$ cat config.mk
export PLATFORM = sky130hd
export DESIGN_NAME = smec_top
export DESIGN_NICKNAME = d
export VERILOG_FILES = /design/src/smec_pkg.sv /design/src/smec_dir.sv /design/src/smec_top.sv
export SDC_FILE = /design/constraint.sdc
export NUM_CORES = 1
export LEC_CHECK = 0
export BUFFER_PORTS_ARGS = -buffer_cell sky130_fd_sc_hd__buf_2
export CAP_MARGIN = 20
export CORE_ASPECT_RATIO = 0.6
export CORE_MARGIN = 5
export CORE_UTILIZATION = 59
export CTS_BUF_LIST = sky130_fd_sc_hd__clkbuf_8
export DETAILED_ROUTE_END_ITERATION = 8
export GPL_TIMING_DRIVEN = 0
export PLACE_DENSITY = 0.9
export SLEW_MARGIN = 20
export SYNTH_ARGS = -nofsm -noshare
export SYNTH_HDL_FRONTEND = slang
export SYNTH_SLANG_ARGS = --single-unit
$ cat constraint.sdc
create_clock -name clk -period 4.9 [get_ports clk]
set_input_delay 0.49 -clock clk [delete_from_list [all_inputs] [get_ports clk]]
set_output_delay 0.49 -clock clk [all_outputs]
set_load 0.01 [all_outputs]
$ cat src/smec_pkg.sv
package smec_pkg;

	// ****************************************************************
	// timing
	// ****************************************************************
	localparam int unsigned SMEC_CLK_MHZ      = 100;  // core clock, MHz
	localparam int unsigned SMEC_RATE_WIN_US  = 1000; // pulse rate window
	// cycles per rate window, derived from the window and the clock
	localparam int unsigned SMEC_RATE_WIN_CYC = SMEC_RATE_WIN_US * SMEC_CLK_MHZ;

	// ****************************************************************
	// register byte offsets
	// ****************************************************************
	localparam logic [7:0] SMEC_OFS_CTRL = 8'h00; // mode, enable, direction
	localparam logic [7:0] SMEC_OFS_STAT = 8'h04; // live state, read only
	localparam logic [7:0] SMEC_OFS_PRE1 = 8'h08; // preset speed 1
	localparam logic [7:0] SMEC_OFS_PRE2 = 8'h0C; // preset speed 2
	localparam logic [7:0] SMEC_OFS_PRE3 = 8'h10; // preset speed 3
	localparam logic [7:0] SMEC_OFS_CMD  = 8'h14; // restart command
	localparam logic [7:0] SMEC_OFS_POS  = 8'h18; // position count

	// ****************************************************************
	// control word layout and reset values
	// ****************************************************************
	localparam int unsigned SMEC_MODE_LSB  = 0;  // control_mode_param digit
	localparam int unsigned SMEC_ENSRC_BIT = 4;  // function_select_param digit
	localparam int unsigned SMEC_REV_BIT   = 5;  // reverse rotation
	localparam int unsigned SMEC_SON_LSB   = 8;  // servo-on terminal index
	localparam int unsigned SMEC_CMD_RESTART_BIT = 0;
	localparam logic [31:0] SMEC_CTRL_RST  = 32'h0000_0000;
	localparam logic [15:0] SMEC_PRE_RST   = 16'h0000;

	// ****************************************************************
	// enumerations
	// ****************************************************************
	typedef enum logic [1:0] {
		SMEC_ST_OFF   = 2'b00,
		SMEC_ST_LOAD  = 2'b01,
		SMEC_ST_READY = 2'b11,
		SMEC_ST_RUN   = 2'b10
	} smec_state_t;

	typedef enum logic [1:0] {
		SMEC_M_SPEED  = 2'b00,
		SMEC_M_POS    = 2'b01,
		SMEC_M_TORQUE = 2'b10,
		SMEC_M_PRESET = 2'b11
	} smec_method_t;

endpackage : smec_pkg

$ cat src/smec_dir.sv
`timescale 1ns/1ps
// direction conditioning: reverses references, never the feedback copies
module smec_dir
	import smec_pkg::*;
#(
	parameter int W = 16
)(
	input  wire logic                clk,
	input  wire logic                rst,
	input  wire logic                rev,
	input  wire logic signed [W-1:0] spd_ref,
	input  wire logic signed [W-1:0] trq_ref,
	input  wire logic                step,
	input  wire logic                step_dir,
	input  wire logic                enc_a_fb,
	input  wire logic                enc_b_fb,
	input  wire logic [W-1:0]        mon_src,
	output logic signed [W-1:0]      spd_c,
	output logic signed [W-1:0]      trq_c,
	output logic                     step_c,
	output logic                     dir_c,
	output logic                     enc_a_div,
	output logic                     enc_b_div,
	output logic [W-1:0]             analog_mon
);

	// negate with saturation; the most negative code has no mirror
	function automatic logic signed [W-1:0] neg_sat(
		input logic signed [W-1:0] v
	);
		logic signed [W-1:0] lo;
		lo = {1'b1, {(W-1){1'b0}}};
		if (v == lo) begin
			neg_sat = ~lo;
		end else begin
			neg_sat = -v;
		end
	endfunction : neg_sat

	// references flip with rev, so the host keeps its own polarity
	always_ff @(posedge clk) begin
		if (rst) begin
			spd_c  <= '0;
			trq_c  <= '0;
			step_c <= 1'b0;
			dir_c  <= 1'b0;
		end else begin
			spd_c  <= rev ? neg_sat(spd_ref) : spd_ref;
			trq_c  <= rev ? neg_sat(trq_ref) : trq_ref;
			step_c <= step;
			dir_c  <= step_dir ^ rev;
		end
	end

	// feedback copies ignore rev: their polarity never changes
	always_ff @(posedge clk) begin
		if (rst) begin
			enc_a_div  <= 1'b0;
			enc_b_div  <= 1'b0;
			analog_mon <= '0;
		end else begin
			enc_a_div  <= enc_a_fb;
			enc_b_div  <= enc_b_fb;
			analog_mon <= mon_src;
		end
	end

endmodule : smec_dir

$ cat src/smec_top.sv
// The address map and the APB interface to the registers were chosen for this implementation.
`timescale 1ns/1ps
module smec_top
	import smec_pkg::*;
#(
	parameter int W        = 16,                 // reference width
	parameter int NTERM    = 8,                  // discrete terminals
	parameter int RATE_WIN = SMEC_RATE_WIN_CYC   // rate window, cycles
)(
	input  wire logic                clk,
	input  wire logic                rst,
	input  wire logic                psel,
	input  wire logic                penable,
	input  wire logic                pwrite,
	input  wire logic [7:0]          paddr,
	input  wire logic [31:0]         pwdata,
	output logic                     pready,
	output logic                     pslverr,
	output logic [31:0]              prdata,
	input  wire logic [NTERM-1:0]    term_n,
	input  wire logic                proportional_select_in_n,
	input  wire logic                forward_clamp_in_n,
	input  wire logic                reverse_clamp_in_n,
	input  wire logic signed [W-1:0] speed_ref,
	input  wire logic signed [W-1:0] torque_ref,
	input  wire logic                ref_pulse,
	input  wire logic                ref_pulse_dir,
	input  wire logic                drive_fault,
	input  wire logic                enc_a_fb,
	input  wire logic                enc_b_fb,
	input  wire logic [W-1:0]        mon_src,
	output logic                     servo_ready,
	output logic                     excite,
	output logic [1:0]               loop_sel,
	output logic signed [W-1:0]      speed_cmd,
	output logic signed [W-1:0]      torque_cmd,
	output logic signed [31:0]       pos_cmd,
	output logic                     enc_a_div,
	output logic                     enc_b_div,
	output logic [W-1:0]             analog_mon
);

	// ****************************************************************
	// elaboration checks
	// ****************************************************************
	if (W < 2 || W > 32) begin : g_bad_w
		$error("smec_top: W must be 2..32");
	end
	if (NTERM < 1 || NTERM > 8) begin : g_bad_term
		$error("smec_top: NTERM must be 1..8");
	end
	if (RATE_WIN < 1) begin : g_bad_win
		$error("smec_top: RATE_WIN must be at least 1");
	end

	// ****************************************************************
	// declarations
	// ****************************************************************
	logic [31:0]         ctrl_r;           // software control word
	logic [W-1:0]        pre_r [1:3];      // preset speeds
	logic [3:0]          mode_act_r;       // mode held since start
	logic                ensrc_act_r;      // enable source held
	smec_state_t         state_r;          // enable sequencer
	smec_state_t         state_nxt;
	logic                restart;          // software restart strobe
	logic                son;              // servo-on, active high
	logic [2:0]          son_idx;          // selected terminal
	smec_method_t        method;           // method in force now
	logic signed [W-1:0] spd_c;            // direction-conditioned
	logic signed [W-1:0] trq_c;
	logic                step_c;
	logic                dir_c;
	logic signed [W-1:0] rate_cnt_r;       // pulses in this window
	logic signed [W-1:0] rate_r;           // pulses in last window
	logic [31:0]         win_r;            // window divider
	logic                wr_en;            // apb write strobe
	logic                run;

	assign run = (state_r == SMEC_ST_RUN);

	// ****************************************************************
	// apb slave: zero wait states, unmapped offsets error
	// ****************************************************************
	function automatic logic mapped(input logic [7:0] a);
		mapped = (a == SMEC_OFS_CTRL) || (a == SMEC_OFS_STAT) ||
			(a == SMEC_OFS_PRE1) || (a == SMEC_OFS_PRE2) ||
			(a == SMEC_OFS_PRE3) || (a == SMEC_OFS_CMD) ||
			(a == SMEC_OFS_POS);
	endfunction : mapped

	assign pready  = 1'b1;
	assign pslverr = psel && penable && !mapped(paddr);
	assign wr_en   = psel && penable && pwrite && mapped(paddr);
	assign restart = wr_en && (paddr == SMEC_OFS_CMD) &&
		pwdata[SMEC_CMD_RESTART_BIT];

	// control word and presets; rev=0 reset means forward is ccw
	always_ff @(posedge clk) begin
		if (rst) begin
			ctrl_r <= SMEC_CTRL_RST;
			pre_r  <= '{default: SMEC_PRE_RST[W-1:0]};
		end else if (wr_en) begin
			case (paddr)
				SMEC_OFS_CTRL: ctrl_r   <= pwdata;
				SMEC_OFS_PRE1: pre_r[1] <= pwdata[W-1:0];
				SMEC_OFS_PRE2: pre_r[2] <= pwdata[W-1:0];
				SMEC_OFS_PRE3: pre_r[3] <= pwdata[W-1:0];
				default: ;
			endcase
		end
	end

	// read data captured in setup phase, valid through access
	always_ff @(posedge clk) begin
		if (rst) begin
			prdata <= 32'h0000_0000;
		end else if (psel && !penable) begin
			case (paddr)
				SMEC_OFS_CTRL: prdata <= ctrl_r;
				SMEC_OFS_STAT: prdata <= {22'h00_0000, loop_sel, son,
					ensrc_act_r, mode_act_r, state_r};
				SMEC_OFS_PRE1: prdata <= 32'(unsigned'(pre_r[1]));
				SMEC_OFS_PRE2: prdata <= 32'(unsigned'(pre_r[2]));
				SMEC_OFS_PRE3: prdata <= 32'(unsigned'(pre_r[3]));
				SMEC_OFS_POS:  prdata <= pos_cmd;
				default:       prdata <= 32'h0000_0000;
			endcase
		end
	end

	// ****************************************************************
	// servo-on selection and start-up latching
	// ****************************************************************
	// terminal index is live; an index past the terminals reads off
	assign son_idx = ctrl_r[SMEC_SON_LSB +: 3];
	assign son = (32'(son_idx) < NTERM) ?
		!term_n[son_idx] : 1'b0;

	// mode and enable source only move in LOAD, i.e. after reset or a restart
	always_ff @(posedge clk) begin
		if (rst) begin
			mode_act_r  <= SMEC_CTRL_RST[SMEC_MODE_LSB +: 4];
			ensrc_act_r <= SMEC_CTRL_RST[SMEC_ENSRC_BIT];
		end else if (state_r == SMEC_ST_LOAD) begin
			mode_act_r  <= ctrl_r[SMEC_MODE_LSB +: 4];
			ensrc_act_r <= ctrl_r[SMEC_ENSRC_BIT];
		end
	end

	// ****************************************************************
	// enable sequencer
	// ****************************************************************
	always_comb begin
		state_nxt = state_r;
		case (state_r)
			SMEC_ST_OFF:   state_nxt = SMEC_ST_LOAD;
			SMEC_ST_LOAD:  state_nxt = SMEC_ST_READY;
			SMEC_ST_READY: begin
				// ready shown first; auto mode runs the cycle after
				if (!drive_fault && (ensrc_act_r || son)) begin
					state_nxt = SMEC_ST_RUN;
				end
			end
			SMEC_ST_RUN: begin
				if (drive_fault || (!ensrc_act_r && !son)) begin
					state_nxt = SMEC_ST_READY;
				end
			end
			default:       state_nxt = SMEC_ST_OFF;
		endcase
		if (restart) begin
			state_nxt = SMEC_ST_OFF;
		end
	end

	always_ff @(posedge clk) begin
		if (rst) begin
			state_r <= SMEC_ST_OFF;
		end else begin
			state_r <= state_nxt;
		end
	end

	// excitation only in RUN; ready while no fault after loading
	always_ff @(posedge clk) begin
		if (rst) begin
			excite      <= 1'b0;
			servo_ready <= 1'b0;
		end else begin
			excite      <= (state_nxt == SMEC_ST_RUN);
			servo_ready <= !drive_fault && ((state_nxt == SMEC_ST_READY)
				|| (state_nxt == SMEC_ST_RUN));
		end
	end

	// ****************************************************************
	// method selection
	// ****************************************************************
	// switching modes: {method when input off, method when on}
	function automatic logic [3:0] mode_pair(input logic [3:0] m);
		case (m)
			4'h4:    mode_pair = {SMEC_M_PRESET, SMEC_M_SPEED};
			4'h5:    mode_pair = {SMEC_M_PRESET, SMEC_M_POS};
			4'h6:    mode_pair = {SMEC_M_PRESET, SMEC_M_TORQUE};
			4'h7:    mode_pair = {SMEC_M_POS, SMEC_M_SPEED};
			4'h8:    mode_pair = {SMEC_M_POS, SMEC_M_TORQUE};
			4'h9:    mode_pair = {SMEC_M_TORQUE, SMEC_M_SPEED};
			4'hA:    mode_pair = {SMEC_M_SPEED, SMEC_M_POS};
			4'hB:    mode_pair = {SMEC_M_SPEED, SMEC_M_TORQUE};
			4'hC:    mode_pair = {SMEC_M_TORQUE, SMEC_M_POS};
			4'hD:    mode_pair = {SMEC_M_SPEED, SMEC_M_PRESET};
			4'hE:    mode_pair = {SMEC_M_POS, SMEC_M_PRESET};
			default: mode_pair = {SMEC_M_SPEED, SMEC_M_SPEED};
		endcase
	endfunction : mode_pair

	always_comb begin
		logic [3:0] pr;
		pr = mode_pair(mode_act_r);
		if (mode_act_r < 4'h4) begin
			method = smec_method_t'(mode_act_r[1:0]);
		end else if (!proportional_select_in_n) begin
			method = smec_method_t'(pr[1:0]);
		end else begin
			method = smec_method_t'(pr[3:2]);
		end
	end

	// ****************************************************************
	// direction conditioning
	// ****************************************************************
	smec_dir #(.W(W)) u_dir (
		.clk        (clk),
		.rst        (rst),
		.rev        (ctrl_r[SMEC_REV_BIT]),
		.spd_ref    (speed_ref),
		.trq_ref    (torque_ref),
		.step       (ref_pulse),
		.step_dir   (ref_pulse_dir),
		.enc_a_fb   (enc_a_fb),
		.enc_b_fb   (enc_b_fb),
		.mon_src    (mon_src),
		.spd_c      (spd_c),
		.trq_c      (trq_c),
		.step_c     (step_c),
		.dir_c      (dir_c),
		.enc_a_div  (enc_a_div),
		.enc_b_div  (enc_b_div),
		.analog_mon (analog_mon)
	);

	// ****************************************************************
	// pulse train: position count and rate
	// ****************************************************************
	// pulses only count while energised and in position method
	always_ff @(posedge clk) begin
		if (rst) begin
			pos_cmd <= 32'sh0000_0000;
		end else if (run && method == SMEC_M_POS && step_c) begin
			pos_cmd <= dir_c ? pos_cmd - 32'sd1 : pos_cmd + 32'sd1;
		end
	end

	// window divider; rate wraps if a window overflows W bits
	always_ff @(posedge clk) begin
		if (rst) begin
			win_r      <= 32'h0000_0000;
			rate_cnt_r <= '0;
			rate_r     <= '0;
		end else if (win_r == 32'(RATE_WIN - 1)) begin
			win_r      <= 32'h0000_0000;
			rate_r     <= rate_cnt_r;
			rate_cnt_r <= '0;
		end else begin
			win_r <= win_r + 32'h0000_0001;
			if (step_c) begin
				rate_cnt_r <= dir_c ? rate_cnt_r - W'(1) :
					rate_cnt_r + W'(1);
			end
		end
	end

	// ****************************************************************
	// command outputs, zero whenever not energised
	// ****************************************************************
	always_ff @(posedge clk) begin
		if (rst) begin
			speed_cmd  <= '0;
			torque_cmd <= '0;
			loop_sel   <= SMEC_M_SPEED;
		end else begin
			loop_sel   <= method;
			speed_cmd  <= '0;
			torque_cmd <= '0;
			if (run) begin
				case (method)
					SMEC_M_SPEED:  speed_cmd <= spd_c;
					SMEC_M_POS:    speed_cmd <= rate_r;
					SMEC_M_TORQUE: torque_cmd <= trq_c;
					SMEC_M_PRESET: begin
						// clamp pair picks preset, none gives zero
						case ({!forward_clamp_in_n, !reverse_clamp_in_n})
							2'b10:   speed_cmd <= pre_r[1];
							2'b01:   speed_cmd <= pre_r[2];
							2'b11:   speed_cmd <= pre_r[3];
							default: speed_cmd <= '0;
						endcase
					end
					default: ;
				endcase
			end
		end
	end
endmodule : smec_top

==> flow_metrics.env, run 1 <==
export IMPL_outcome="finished clean"
export IMPL_fin_skew_ns=0.0226
export IMPL_maxCapViolCount=0
export IMPL_boundaryPins=229
export IMPL_fmax_mhz=258
export IMPL_grt_max_degree=25
export IMPL_post_cts_setup_buffer_count=0
export IMPL_num_rows=44
export IMPL_syn_avg_cell_area_um2=8.29
export IMPL_cts_buffers=44
export IMPL_dpl_cell_area_um2=15900
export IMPL_synthFlopType="dfxtp_1"
export IMPL_synth_top_family_by_area="simple AND/OR/NAND/NOR gates"
export IMPL_period_minus_slack_ns=3.88
export IMPL_finalSetupViolations=0
export IMPL_gp_congestion=1.05
export IMPL_regToRegSetupSlack_ns=1.02
export IMPL_synth_area_um2=14400
export IMPL_gr_max_usage_layer="met1"
export IMPL_worst_slew_pin_slew_ns=1.16
export IMPL_worstSkewPairLatency_ns=0.59
export IMPL_worst_setup_path_start_kind="register"
export IMPL_clk_pin_slew_ns=0.07
export IMPL_synth_cell_types=62
export IMPL_cts_root_buf="clkbuf_8"
export IMPL_cts_hold_buf=0
export IMPL_arrival_ns=4.34
export IMPL_fin_crit_sh_pct=79.2
export IMPL_clockBufferDepth=3
export IMPL_final_area_um2=16900
export IMPL_setup_ws_ns=1.02
export IMPL_maxSlewViolCount=0
export IMPL_syn2layout_area_growth_pct=17.6
export IMPL_synth_top_area_share_pct=42.8
export IMPL_rsz0062_at_grt="no"
export IMPL_ir_drop_mv=0.178
export IMPL_grt_pass1_wl_mm=72.7
export IMPL_synthTopCellsByCount="dfxtp_1, nand2_1, a21oi_1, nor2_1, clkbuf_1"
export IMPL_layout_nets=2167
export IMPL_holdCritStartpoint="mon_src[8]"
export IMPL_synth_compound_area_share_pct=18.7
export IMPL_cts_sinks=307
export IMPL_synth_xor_area_share_pct=5.19
export IMPL_drc_errors=0
export IMPL_die_x_um=211
export IMPL_p_leak_nw=6.86
export IMPL_num_fill_cells=1917
export IMPL_coreArea_um2=24100
export IMPL_yosysMostFrequentCell="dfxtp_1"
export IMPL_first_pass_iters=6
export IMPL_use_met1_pct=47.4
export IMPL_synth_edf_count=0
export IMPL_dr_total_vias=14500
export IMPL_cts_resized=0
export IMPL_synth_yosys_seq_area_share_pct=42.8
export IMPL_ant_nets=0
export IMPL_grt_util_met3_pct=11.8
export IMPL_min_to="u_dir.analog_mon[8]"
export IMPL_powerDensity_nw_per_um2=299
export IMPL_met2_usage_pct=46.9
export IMPL_critPathMaxFanout=24
export IMPL_dieHeight_um=131
export IMPL_via_per_inst=6.15
export IMPL_grt_pass1_vias=13500
export IMPL_io_buffers=225
export IMPL_wire_per_inst_um=20.2
export IMPL_synth_largest_area_cell="dfxtp_1"
export IMPL_holdPathStages=2
export IMPL_r2r_end="pos_cmd[26]"
export IMPL_drive_above_1_share_pct=15.3
export IMPL_drt_iter0_markers=1803
export IMPL_synth_nets=1894
export IMPL_synth_area_leaders="dfxtp_1, a21oi_1, nand2_1, nor2_1, mux2i_1"
export IMPL_wl_mm=47.7
export IMPL_hold_viol_final=0
export IMPL_track_usage_pct=33.0
export IMPL_r2r_start="u_dir.dir_c"
export IMPL_async_flop_share_pct=0
export IMPL_r2r_cells=13
export IMPL_cts_htree_levels=2
export IMPL_synthAdderAreaFrac_pct=4.73
export IMPL_hold_class="primary input to register"
export IMPL_die_area_um2=27600
export IMPL_critPathRequiredTime_ns=5.36
export IMPL_criticalPathCategory="register to register"
export IMPL_yosys_area_share_simple_pct=20.4
export IMPL_start_util_pct=59.7
export IMPL_cts_tree="yes"
export IMPL_antenna_found_initial=4
export IMPL_max_slew_margin_pct=22.6
export IMPL_synth_seq_cells=307
export IMPL_dpl_worst_slack_ns=1.23
export IMPL_synth_warnings=0
export IMPL_syn_inst=1732
export IMPL_overflow=0
export IMPL_muxShareOfSynthArea_pct=4.92
export IMPL_cp_end_kind="register"
export IMPL_post_dp_hpwl_mm=35.8
-- stage by stage --
stage	cells	TNS (ns)	hold WS [ns]	utilization (%)	power, mW
after CTS	2362	0	0.0930	70.1	5.03
after global routing	2364	0	0.104	70.1	5.18
after floorplan	1732	0	0.406	-	2.79
after detailed placement	2281	0	0.412	66.2	2.94
after global placement	2279	-0.537	0.409	66.0	2.92
final	2366	0	0.105	70.1	5.04
-- cells in the final DEF (no fill, tap or decap), types with 5 or more instances in the layout --
master	instances
or3_1	15
ha_1	51
nand2b_1	5
xor2_1	55
nand2_1	268
clkinv_2	6
and2_1	21
nor4_1	13
nand4_1	13
xnor2_1	30
mux2i_1	66
o22a_1	16
nand3_1	35
o31ai_1	9
a222oi_1	7
nor2_1	196
or4_1	5
a21o_1	18
clkbuf_1	81
nand3b_1	6
a21oi_1	222
o21ai_0	38
clkbuf_8	61
inv_1	37
nor2b_1	29
buf_1	9
buf_2	229
dfxtp_1	306
a22oi_1	50
and3_1	10
or2_2	5
nor3_1	27
a31oi_1	21
o21a_1	9
a211oi_1	11
-- kinds of logic after synthesis --
logic type	Yosys count
AO/OA/AOI/OAI	438
XOR/XNOR	85
adder cells (fa/ha/maj)	53
buffers and inverters	121
flip-flops	307
multiplexers	68
other	1
AND/OR/NAND/NOR	659
-- flip-flops by register name, indices dropped and copies added, names as in the netlist, named ones only --
signal,cells
pre_r,48
ctrl_r,32
pos_cmd,32
prdata,32
win_r,32
rate_cnt_r,16
rate_r,16
speed_cmd,16
torque_cmd,16
u_dir.analog_mon,16
u_dir.spd_c,16
u_dir.trq_c,16
mode_act_r,4
loop_sel,2
state_r,2
ensrc_act_r,1
excite,1
servo_ready,1
u_dir.dir_c,1
u_dir.enc_a_div,1
u_dir.enc_b_div,1
u_dir.step_c,1
-- critical path, cell delays in order, from the launching register on --
cell and delay, ns:
dfxtp_2 0.48, buf_12 0.23, buf_16 0.18, inv_1 0.18, fa_1 0.45, nor2b_1 0.19
o31a_1 0.20, o221ai_1 0.18, a21oi_1 0.43, o211ai_1 0.23, a21oi_1 0.28, a31oi_1 0.18
and4_1 0.23, a311o_1 0.26
-- report_power, final --
part | switching [mW] | internal, mW | total, mW
Sequential | 0.0213 | 2.53 | 2.55
Combinational | 0.221 | 0.129 | 0.350
Clock | 1.03 | 1.11 | 2.14
-- worst max-delay path by stage --
stage,startpoint,to,slack [ns],cells after the start
6_report,u_dir.dir_c,pos_cmd[26],1.02,13
5_1_grt,u_dir.dir_c,pos_cmd[26],0.91,13
4_1_cts,u_dir.dir_c,pos_cmd[26],1.18,13
3_5_place_dp,u_dir.dir_c,pos_cmd[26],1.23,13
3_3_place_gp,u_dir.dir_c,pos_cmd[26],-0.30,11
2_1_floorplan,u_dir.dir_c,pos_cmd[26],1.25,11
-- metal layers --
| layer | up-vias | wire (um) |
|---|---|---|
| met5 | - | 35 |
| met4 | 4 | 1400 |
| met3 | 148 | 6910 |
| met2 | 944 | 19200 |
| met1 | 6820 | 20100 |
| li1 | 6628 | - |
-- cell type report --
type                    count  area [um^2]  share of cell area [%]
repair buffers            227         1170                    6.96
diodes                      4         10.0                  0.0593
plain buffers              95          365                    2.17
well taps                 322          403                    2.39
flip-flops and latches    307         6150                    36.4
multi-input cells        1304         7740                    45.9
clock buffers              61          840                    4.98
inverters                  26         98.8                   0.586
clock inverters            20         92.6                   0.549
No activity file was read; power rests on OpenSTA's default activity.
==> inputs of run 2 (changes only) <==
--- a/config.mk
+++ b/config.mk
@@ -9,11 +9,11 @@
 export CAP_MARGIN = 20
 export CORE_ASPECT_RATIO = 0.6
 export CORE_MARGIN = 5
-export CORE_UTILIZATION = 59
+export CORE_UTILIZATION = 53
 export CTS_BUF_LIST = sky130_fd_sc_hd__clkbuf_8
 export DETAILED_ROUTE_END_ITERATION = 8
 export GPL_TIMING_DRIVEN = 0
-export PLACE_DENSITY = 0.9
+export PLACE_DENSITY = 0.85
 export SLEW_MARGIN = 20
 export SYNTH_ARGS = -nofsm -noshare
 export SYNTH_HDL_FRONTEND = slang
==> constraint.sdc (replaced) <==
create_clock -name clk -period 3.44 [get_ports clk]
set_input_delay 0.344 -clock clk [delete_from_list [all_inputs] [get_ports clk]]
set_output_delay 0.344 -clock clk [all_outputs]
set_load 0.01 [all_outputs]
==> run 2 against run 1 <==
Via count shrank 0.95%. Final cell count grew 3.4%. Clock skew grew 0.0062 ns. Fmax grew 17%. Combinational power grew 53%. Total power grew 44%. Non-clock buffer count grew 42. Count of clock-buffer cells in the layout shrank 3. Routed wire length grew 3.9%. Global-route usage shrank 2.0 points. Die area grew 11%. Worst hold slack lost 0.094 ns. Critical path type unchanged. Critical endpoint unchanged.
==> flow_metrics.env, run 2 (synthesis gave the netlist of run 1 again) <==
export IMPL_io_buffers=225
export IMPL_regToRegSetupSlack_ns=0.13
export IMPL_holdPathStages=3
export IMPL_holdCritStartpoint="pwdata[1]"
export IMPL_setup_tns_ns=0
export IMPL_hold_class="primary input to register"
export IMPL_wl_met3_mm=6.23
export IMPL_fmax_mhz=302
export IMPL_min_to="pre_r[33]"
export IMPL_post_dp_hpwl_mm=36.1
export IMPL_grt_pass1_vias=13600
export IMPL_wl_met2_mm=20.2
export IMPL_worstSkewPairLatency_ns=0.61
export IMPL_r2r_end="pos_cmd[26]"
export IMPL_first_pass_iters=8
export IMPL_final_common_cell="dfxtp_1"
export IMPL_regMostFlops="pre_r"
export IMPL_maxCapViolCount=0
export IMPL_grt_max_degree=24
export IMPL_via_per_inst=5.89
export IMPL_grt_pass1_wl_mm=75.3
export IMPL_track_usage_pct=31.0
export IMPL_outcome="finished clean"
export IMPL_fin_skew_ns=0.0288
export IMPL_most_common_layout_cells="dfxtp_1, nand2_1, buf_2"
export IMPL_period_minus_slack_ns=3.31
export IMPL_num_rows=46
export IMPL_die_x_um=222
export IMPL_arrival_ns=3.79
export IMPL_antenna_found_initial=4
export IMPL_timing_hold_ws_ns=0.0116
export IMPL_dieHeight_um=137
export IMPL_cp_end_kind="register"
export IMPL_cts_sinks=307
export IMPL_gp_congestion=1.01
export IMPL_drive_above_1_share_pct=15.3
export IMPL_p_total_mw=7.24
export IMPL_cts_tree="yes"
export IMPL_overflow=0
export IMPL_wire_per_inst_um=20.3
export IMPL_finalSetupViolations=0
export IMPL_drt_iter0_markers=1677
export IMPL_layout_nets=2211
export IMPL_worst_slew_pin_slew_ns=1.14
export IMPL_wl_met1_mm=21.7
export IMPL_powerDensity_nw_per_um2=418
export IMPL_maxSlewViolCount=0
export IMPL_ir_drop_mv=0.262
export IMPL_critPathMaxFanout=12
export IMPL_p_leak_nw=7.05
export IMPL_critPathRequiredTime_ns=3.92
export IMPL_wl_mm=49.6
export IMPL_start_util_pct=54.1
export IMPL_boundaryPins=229
export IMPL_die_area_um2=30600
export IMPL_largest_reg_flops=48
export IMPL_ant_nets=0
export IMPL_coreArea_um2=26500
export IMPL_syn2layout_area_growth_pct=20.7
export IMPL_cts_buffers=46
export IMPL_max_slew_margin_pct=23.1
export IMPL_fin_crit_sh_pct=96.2
export IMPL_cts_root_buf="clkbuf_8"
export IMPL_worst_setup_path_start_kind="register"
export IMPL_dr_total_vias=14400
export IMPL_final_area_um2=17300
export IMPL_r2r_cells=12
export IMPL_r2r_start="u_dir.dir_c"
export IMPL_hold_viol_final=0
export IMPL_drc_errors=0
export IMPL_criticalPathCategory="register to register"
export IMPL_top_layer="met5"
export IMPL_clk_pin_slew_ns=0.07
export IMPL_dpl_cell_area_um2=15900
export IMPL_clockBufferDepth=3
export IMPL_cts_htree_levels=2
run 2: cell types whose count changed in the layout (fill, tap and decap cells not counted), moves of 2 or more:
cell,change
inv_1,+2
a21oi_2,+2
dlygate4sd3_1,+38
a21oi_1,-2
clkbuf_8,-3
buf_4,+4
clkinv_2,+3
clkinvlp_4,-2
run 2: report_power, final:
group	leakage [nW]	switching, mW	internal [mW]
registers	2.49	0.0314	3.60
clock network	0.537	1.48	1.59
logic	4.02	0.321	0.212
total	7.05	1.83	5.41
run 2: layout make-up:
class                           count  area (um^2)
Antenna cell                        3         7.51
Buffer                             95          365
Tap cell                          360          450
Sequential cell                   307         6150
Clock buffer                       58          798
Multi-Input combinational cell   1304         7750
Inverter                           26         98.8
Fill cell                        2270         9210
Clock inverter                     24          130
Timing Repair Buffer              269         1570
run 2: worst max-delay path by stage:
stage / startpoint / endpoint / slack, ns / depth (start not counted)
CTS: u_dir.dir_c / pos_cmd[26] / 0.01 / 11
global route: u_dir.dir_c / pos_cmd[26] / -0.03 / 12
global placement: u_dir.dir_c / pos_cmd[26] / -0.76 / 11
detailed placement: u_dir.dir_c / pos_cmd[26] / -0.80 / 11
floorplan: u_dir.dir_c / pos_cmd[26] / 0.28 / 11
finish: u_dir.dir_c / pos_cmd[26] / 0.13 / 12
run 2: per-layer routing:
| layer | global-route usage [%] | vias up |
|---|---|---|
| li1 | - | 6713 |
| met1 | 44.2 | 6749 |
| met2 | 44.8 | 821 |
| met3 | 9.73 | 117 |
| met4 | 10.1 | 6 |
| met5 | 0 | - |
run 2: worst max-delay path, cell delays in order (launching register included):
cell and delay, ns:
dfxtp_4 0.42, buf_4 0.16, buf_8 0.16, ha_1 0.23, a2111oi_0 0.40, o21ai_0 0.23
nand2_1 0.19, a21oi_2 0.12, o211ai_1 0.39, a21oi_2 0.14, a31oi_1 0.33, nor4_1 0.09
a311o_1 0.33
run 2: what timing repair did:
item,4_1_cts,5_1_grt
resized for setup,1,3
setup endpoints to repair,23,4
hold endpoints to repair,38,0
buffers inserted,2,4
hold buffers,38,0
pin swaps,0,1
gates cloned,0,0
run 2: metrics by stage:
stage	worst slack, ns	std cells	utilization (%)
global route	-0.0293	2445	65.3
CTS	0.0139	2439	65.1
floorplan	0.279	1732	-
global placement	-0.759	2317	60.0
detailed placement	-0.805	2317	60.0
finish	0.129	2446	65.3
==> inputs of run 3 (changes only) <==
--- a/config.mk
+++ b/config.mk
@@ -8,9 +8,10 @@
 export BUFFER_PORTS_ARGS = -buffer_cell sky130_fd_sc_hd__buf_2
 export CAP_MARGIN = 20
 export CORE_ASPECT_RATIO = 0.6
-export CORE_MARGIN = 5
+export CORE_MARGIN = 1.5
 export CORE_UTILIZATION = 53
 export CTS_BUF_LIST = sky130_fd_sc_hd__clkbuf_8
+export CTS_CLUSTER_SIZE = 8
 export DETAILED_ROUTE_END_ITERATION = 8
 export GPL_TIMING_DRIVEN = 0
 export PLACE_DENSITY = 0.85
==> constraint.sdc (replaced) <==
create_clock -name clk -period 3.44 [get_ports clk]
set_input_delay 0.172 -clock clk [delete_from_list [all_inputs] [get_ports clk]]
set_output_delay 0.172 -clock clk [all_outputs]
set_load 0.01 [all_outputs]
==> run 3 against run 2 <==
Clock skew grew 0.0032 ns. Global-route usage rose by 3.6 points. Highest routed layer is now met4. Critical path type unchanged. Flip-flop and latch count did not move. Die area fell by 8.1%. Setup slack got worse by 0.056 ns. Critical path depth is 2 lower. Worst hold slack better by 0.082 ns. Final cell count grew 1.2%. Clock power shrank 11%. Total power down 3.9%. Routed wire length up 2.1%.
==> flow_metrics.env, run 3 (synthesis gave the netlist of run 1 again) <==
export IMPL_post_dp_hpwl_mm=35.0
export IMPL_cts_buffers=46
export IMPL_dpl_worst_slack_ns=-0.703
export IMPL_final_cells=2476
export IMPL_start_util_pct=54.1
export IMPL_outcome="finished clean"
export IMPL_crit_path_cell_trace="ha_1, a2111oi_1, o21ai_1, nand2_1, a21oi_2, o211ai_1, a21oi_2, a31oi_1, nor4_1, a311o_1"
export IMPL_maxCapViolCount=0
export IMPL_clockBufferDepth=3
export IMPL_cts_sinks=307
export IMPL_fin_skew_ns=0.0320
export IMPL_p_leak_nw=7.13
export IMPL_dieHeight_um=130
export IMPL_ant_nets=0
export IMPL_layout_nets=2256
export IMPL_hold_class="primary input to register"
export IMPL_dpl_cell_area_um2=15900
export IMPL_first_pass_iters=9
export IMPL_worst_setup_path_start_kind="register"
export IMPL_fmax_mhz=297
export IMPL_worst_path_buf_inv=0
export IMPL_period_minus_slack_ns=3.37
export IMPL_coreArea_um2=26500
export IMPL_cpMostUsedCell="a21oi_2"
export IMPL_grt_pass1_wl_mm=76.1
export IMPL_die_area_um2=28100
export IMPL_max_slew_margin_pct=28.3
export IMPL_cts_htree_levels=2
export IMPL_grt_max_degree=24
export IMPL_worstSkewPairLatency_ns=0.61
export IMPL_via_per_inst=6.09
export IMPL_final_common_cell="dfxtp_1"
export IMPL_regMostFlops="pre_r"
export IMPL_drc_errors=0
export IMPL_maxSlewViolCount=0
export IMPL_hold_viol_final=0
export IMPL_dr_total_vias=15100
export IMPL_arrival_ns=3.86
export IMPL_cp_end_kind="register"
export IMPL_clk_pin_slew_ns=0.06
export IMPL_critPathRequiredTime_ns=3.93
export IMPL_drt_iter0_markers=2227
export IMPL_num_rows=46
export IMPL_die_x_um=215
export IMPL_critPathMaxFanout=14
export IMPL_place_inst=2317
export IMPL_post_route_util_pct=66.4
export IMPL_gp_congestion=1.05
export IMPL_setup_ws_ns=0.0738
export IMPL_track_usage_pct=34.6
export IMPL_drive_above_1_share_pct=14.1
export IMPL_finalSetupViolations=0
export IMPL_final_area_um2=17600
export IMPL_max_stage_delay_ns=0.53
export IMPL_setup_tns_ns=0
export IMPL_grt_pass1_vias=13700
export IMPL_wire_per_inst_um=20.4
export IMPL_fin_crit_sh_pct=97.9
export IMPL_worst_slew_pin_slew_ns=1.07
export IMPL_wl_mm=50.6
export IMPL_rsz0062_at_grt="no"
export IMPL_cts_tree="yes"
export IMPL_antenna_found_initial=2
export IMPL_largest_reg_flops=48
export IMPL_io_buffers=225
export IMPL_ir_drop_mv=0.261
export IMPL_boundaryPins=229
export IMPL_powerDensity_nw_per_um2=395
export IMPL_syn2layout_area_growth_pct=22.8
export IMPL_criticalPathCategory="register to register"
export IMPL_cpLargestDelayFamily="compound AO/OA/AOI/OAI gates"
export IMPL_cts_root_buf="clkbuf_8"
export IMPL_crit_slowest_cell="dfxtp_4"
export IMPL_overflow=0
export IMPL_most_common_layout_cells="dfxtp_1, nand2_1, buf_2"
[run 3: worst reg2reg max path: cells and delay by family (launching register included)]
family / cells / cell delay, ns
adders and majority gates: 1 / 0.37
DFF: 1 / 0.53
and+or+nand+nor: 2 / 0.29
AOI/OAI and AO/OA: 7 / 2.08
[run 3: final timing paths]
path / start / to / slack (ns) / depth (start not counted)
worst max-delay path: u_dir.dir_c / pos_cmd[26] / 0.07 / 10
worst min-delay path: speed_ref[3] / u_dir.spd_c[3] / 0.09 / 3
worst max register to register: u_dir.dir_c / pos_cmd[26] / 0.07 / 10
worst min register to register: u_dir.trq_c[14] / torque_cmd[14] / 0.43 / 1
[run 3: per-layer routing]
metal | share of wire, % | vias up | GRT usage, %
met3 | 14 | 203 | 9.95
met5 | 0 | - | 0
met4 | 4.0 | 0 | 14.0
met2 | 41 | 1119 | 50.2
li1 | - | 6787 | -
met1 | 41 | 6966 | 48.3
[run 3: layout make-up]
class	count	area [um^2]
tap	360	450
inverter	26	98.8
fill	2095	8920
clock buffer	50	688
buffer	95	365
clock inverter	16	72.6
multi-input combinational	1304	7750
sequential	307	6150
antenna	4	10.0
timing repair buffer	314	2030
[run 3: per-stage QoR]
stage	total power [mW]	hold WS (ns)
after floorplan	3.97	0.244
after global placement	4.16	0.380
after detailed placement	4.18	0.386
after CTS	6.92	0.0109
after global routing	7.17	0.0685
final	6.96	0.0932
[run 3: what timing repair did]
action | 4_1_cts | 5_1_grt
buffers inserted | 2 | 0
hold buffers | 87 | 0
resized for setup | 2 | 3
endpoints found under the hold margin | 134 | 0
setup endpoints to repair | 25 | 2
[run 3: power by group]
| group | total (mW) | switching, mW | internal (mW) | leakage (nW) |
|---|---|---|---|---|
| clock | 2.74 | 1.43 | 1.31 | 0.434 |
| combinational | 0.586 | 0.339 | 0.247 | 4.20 |
| sequential | 3.64 | 0.0332 | 3.61 | 2.49 |
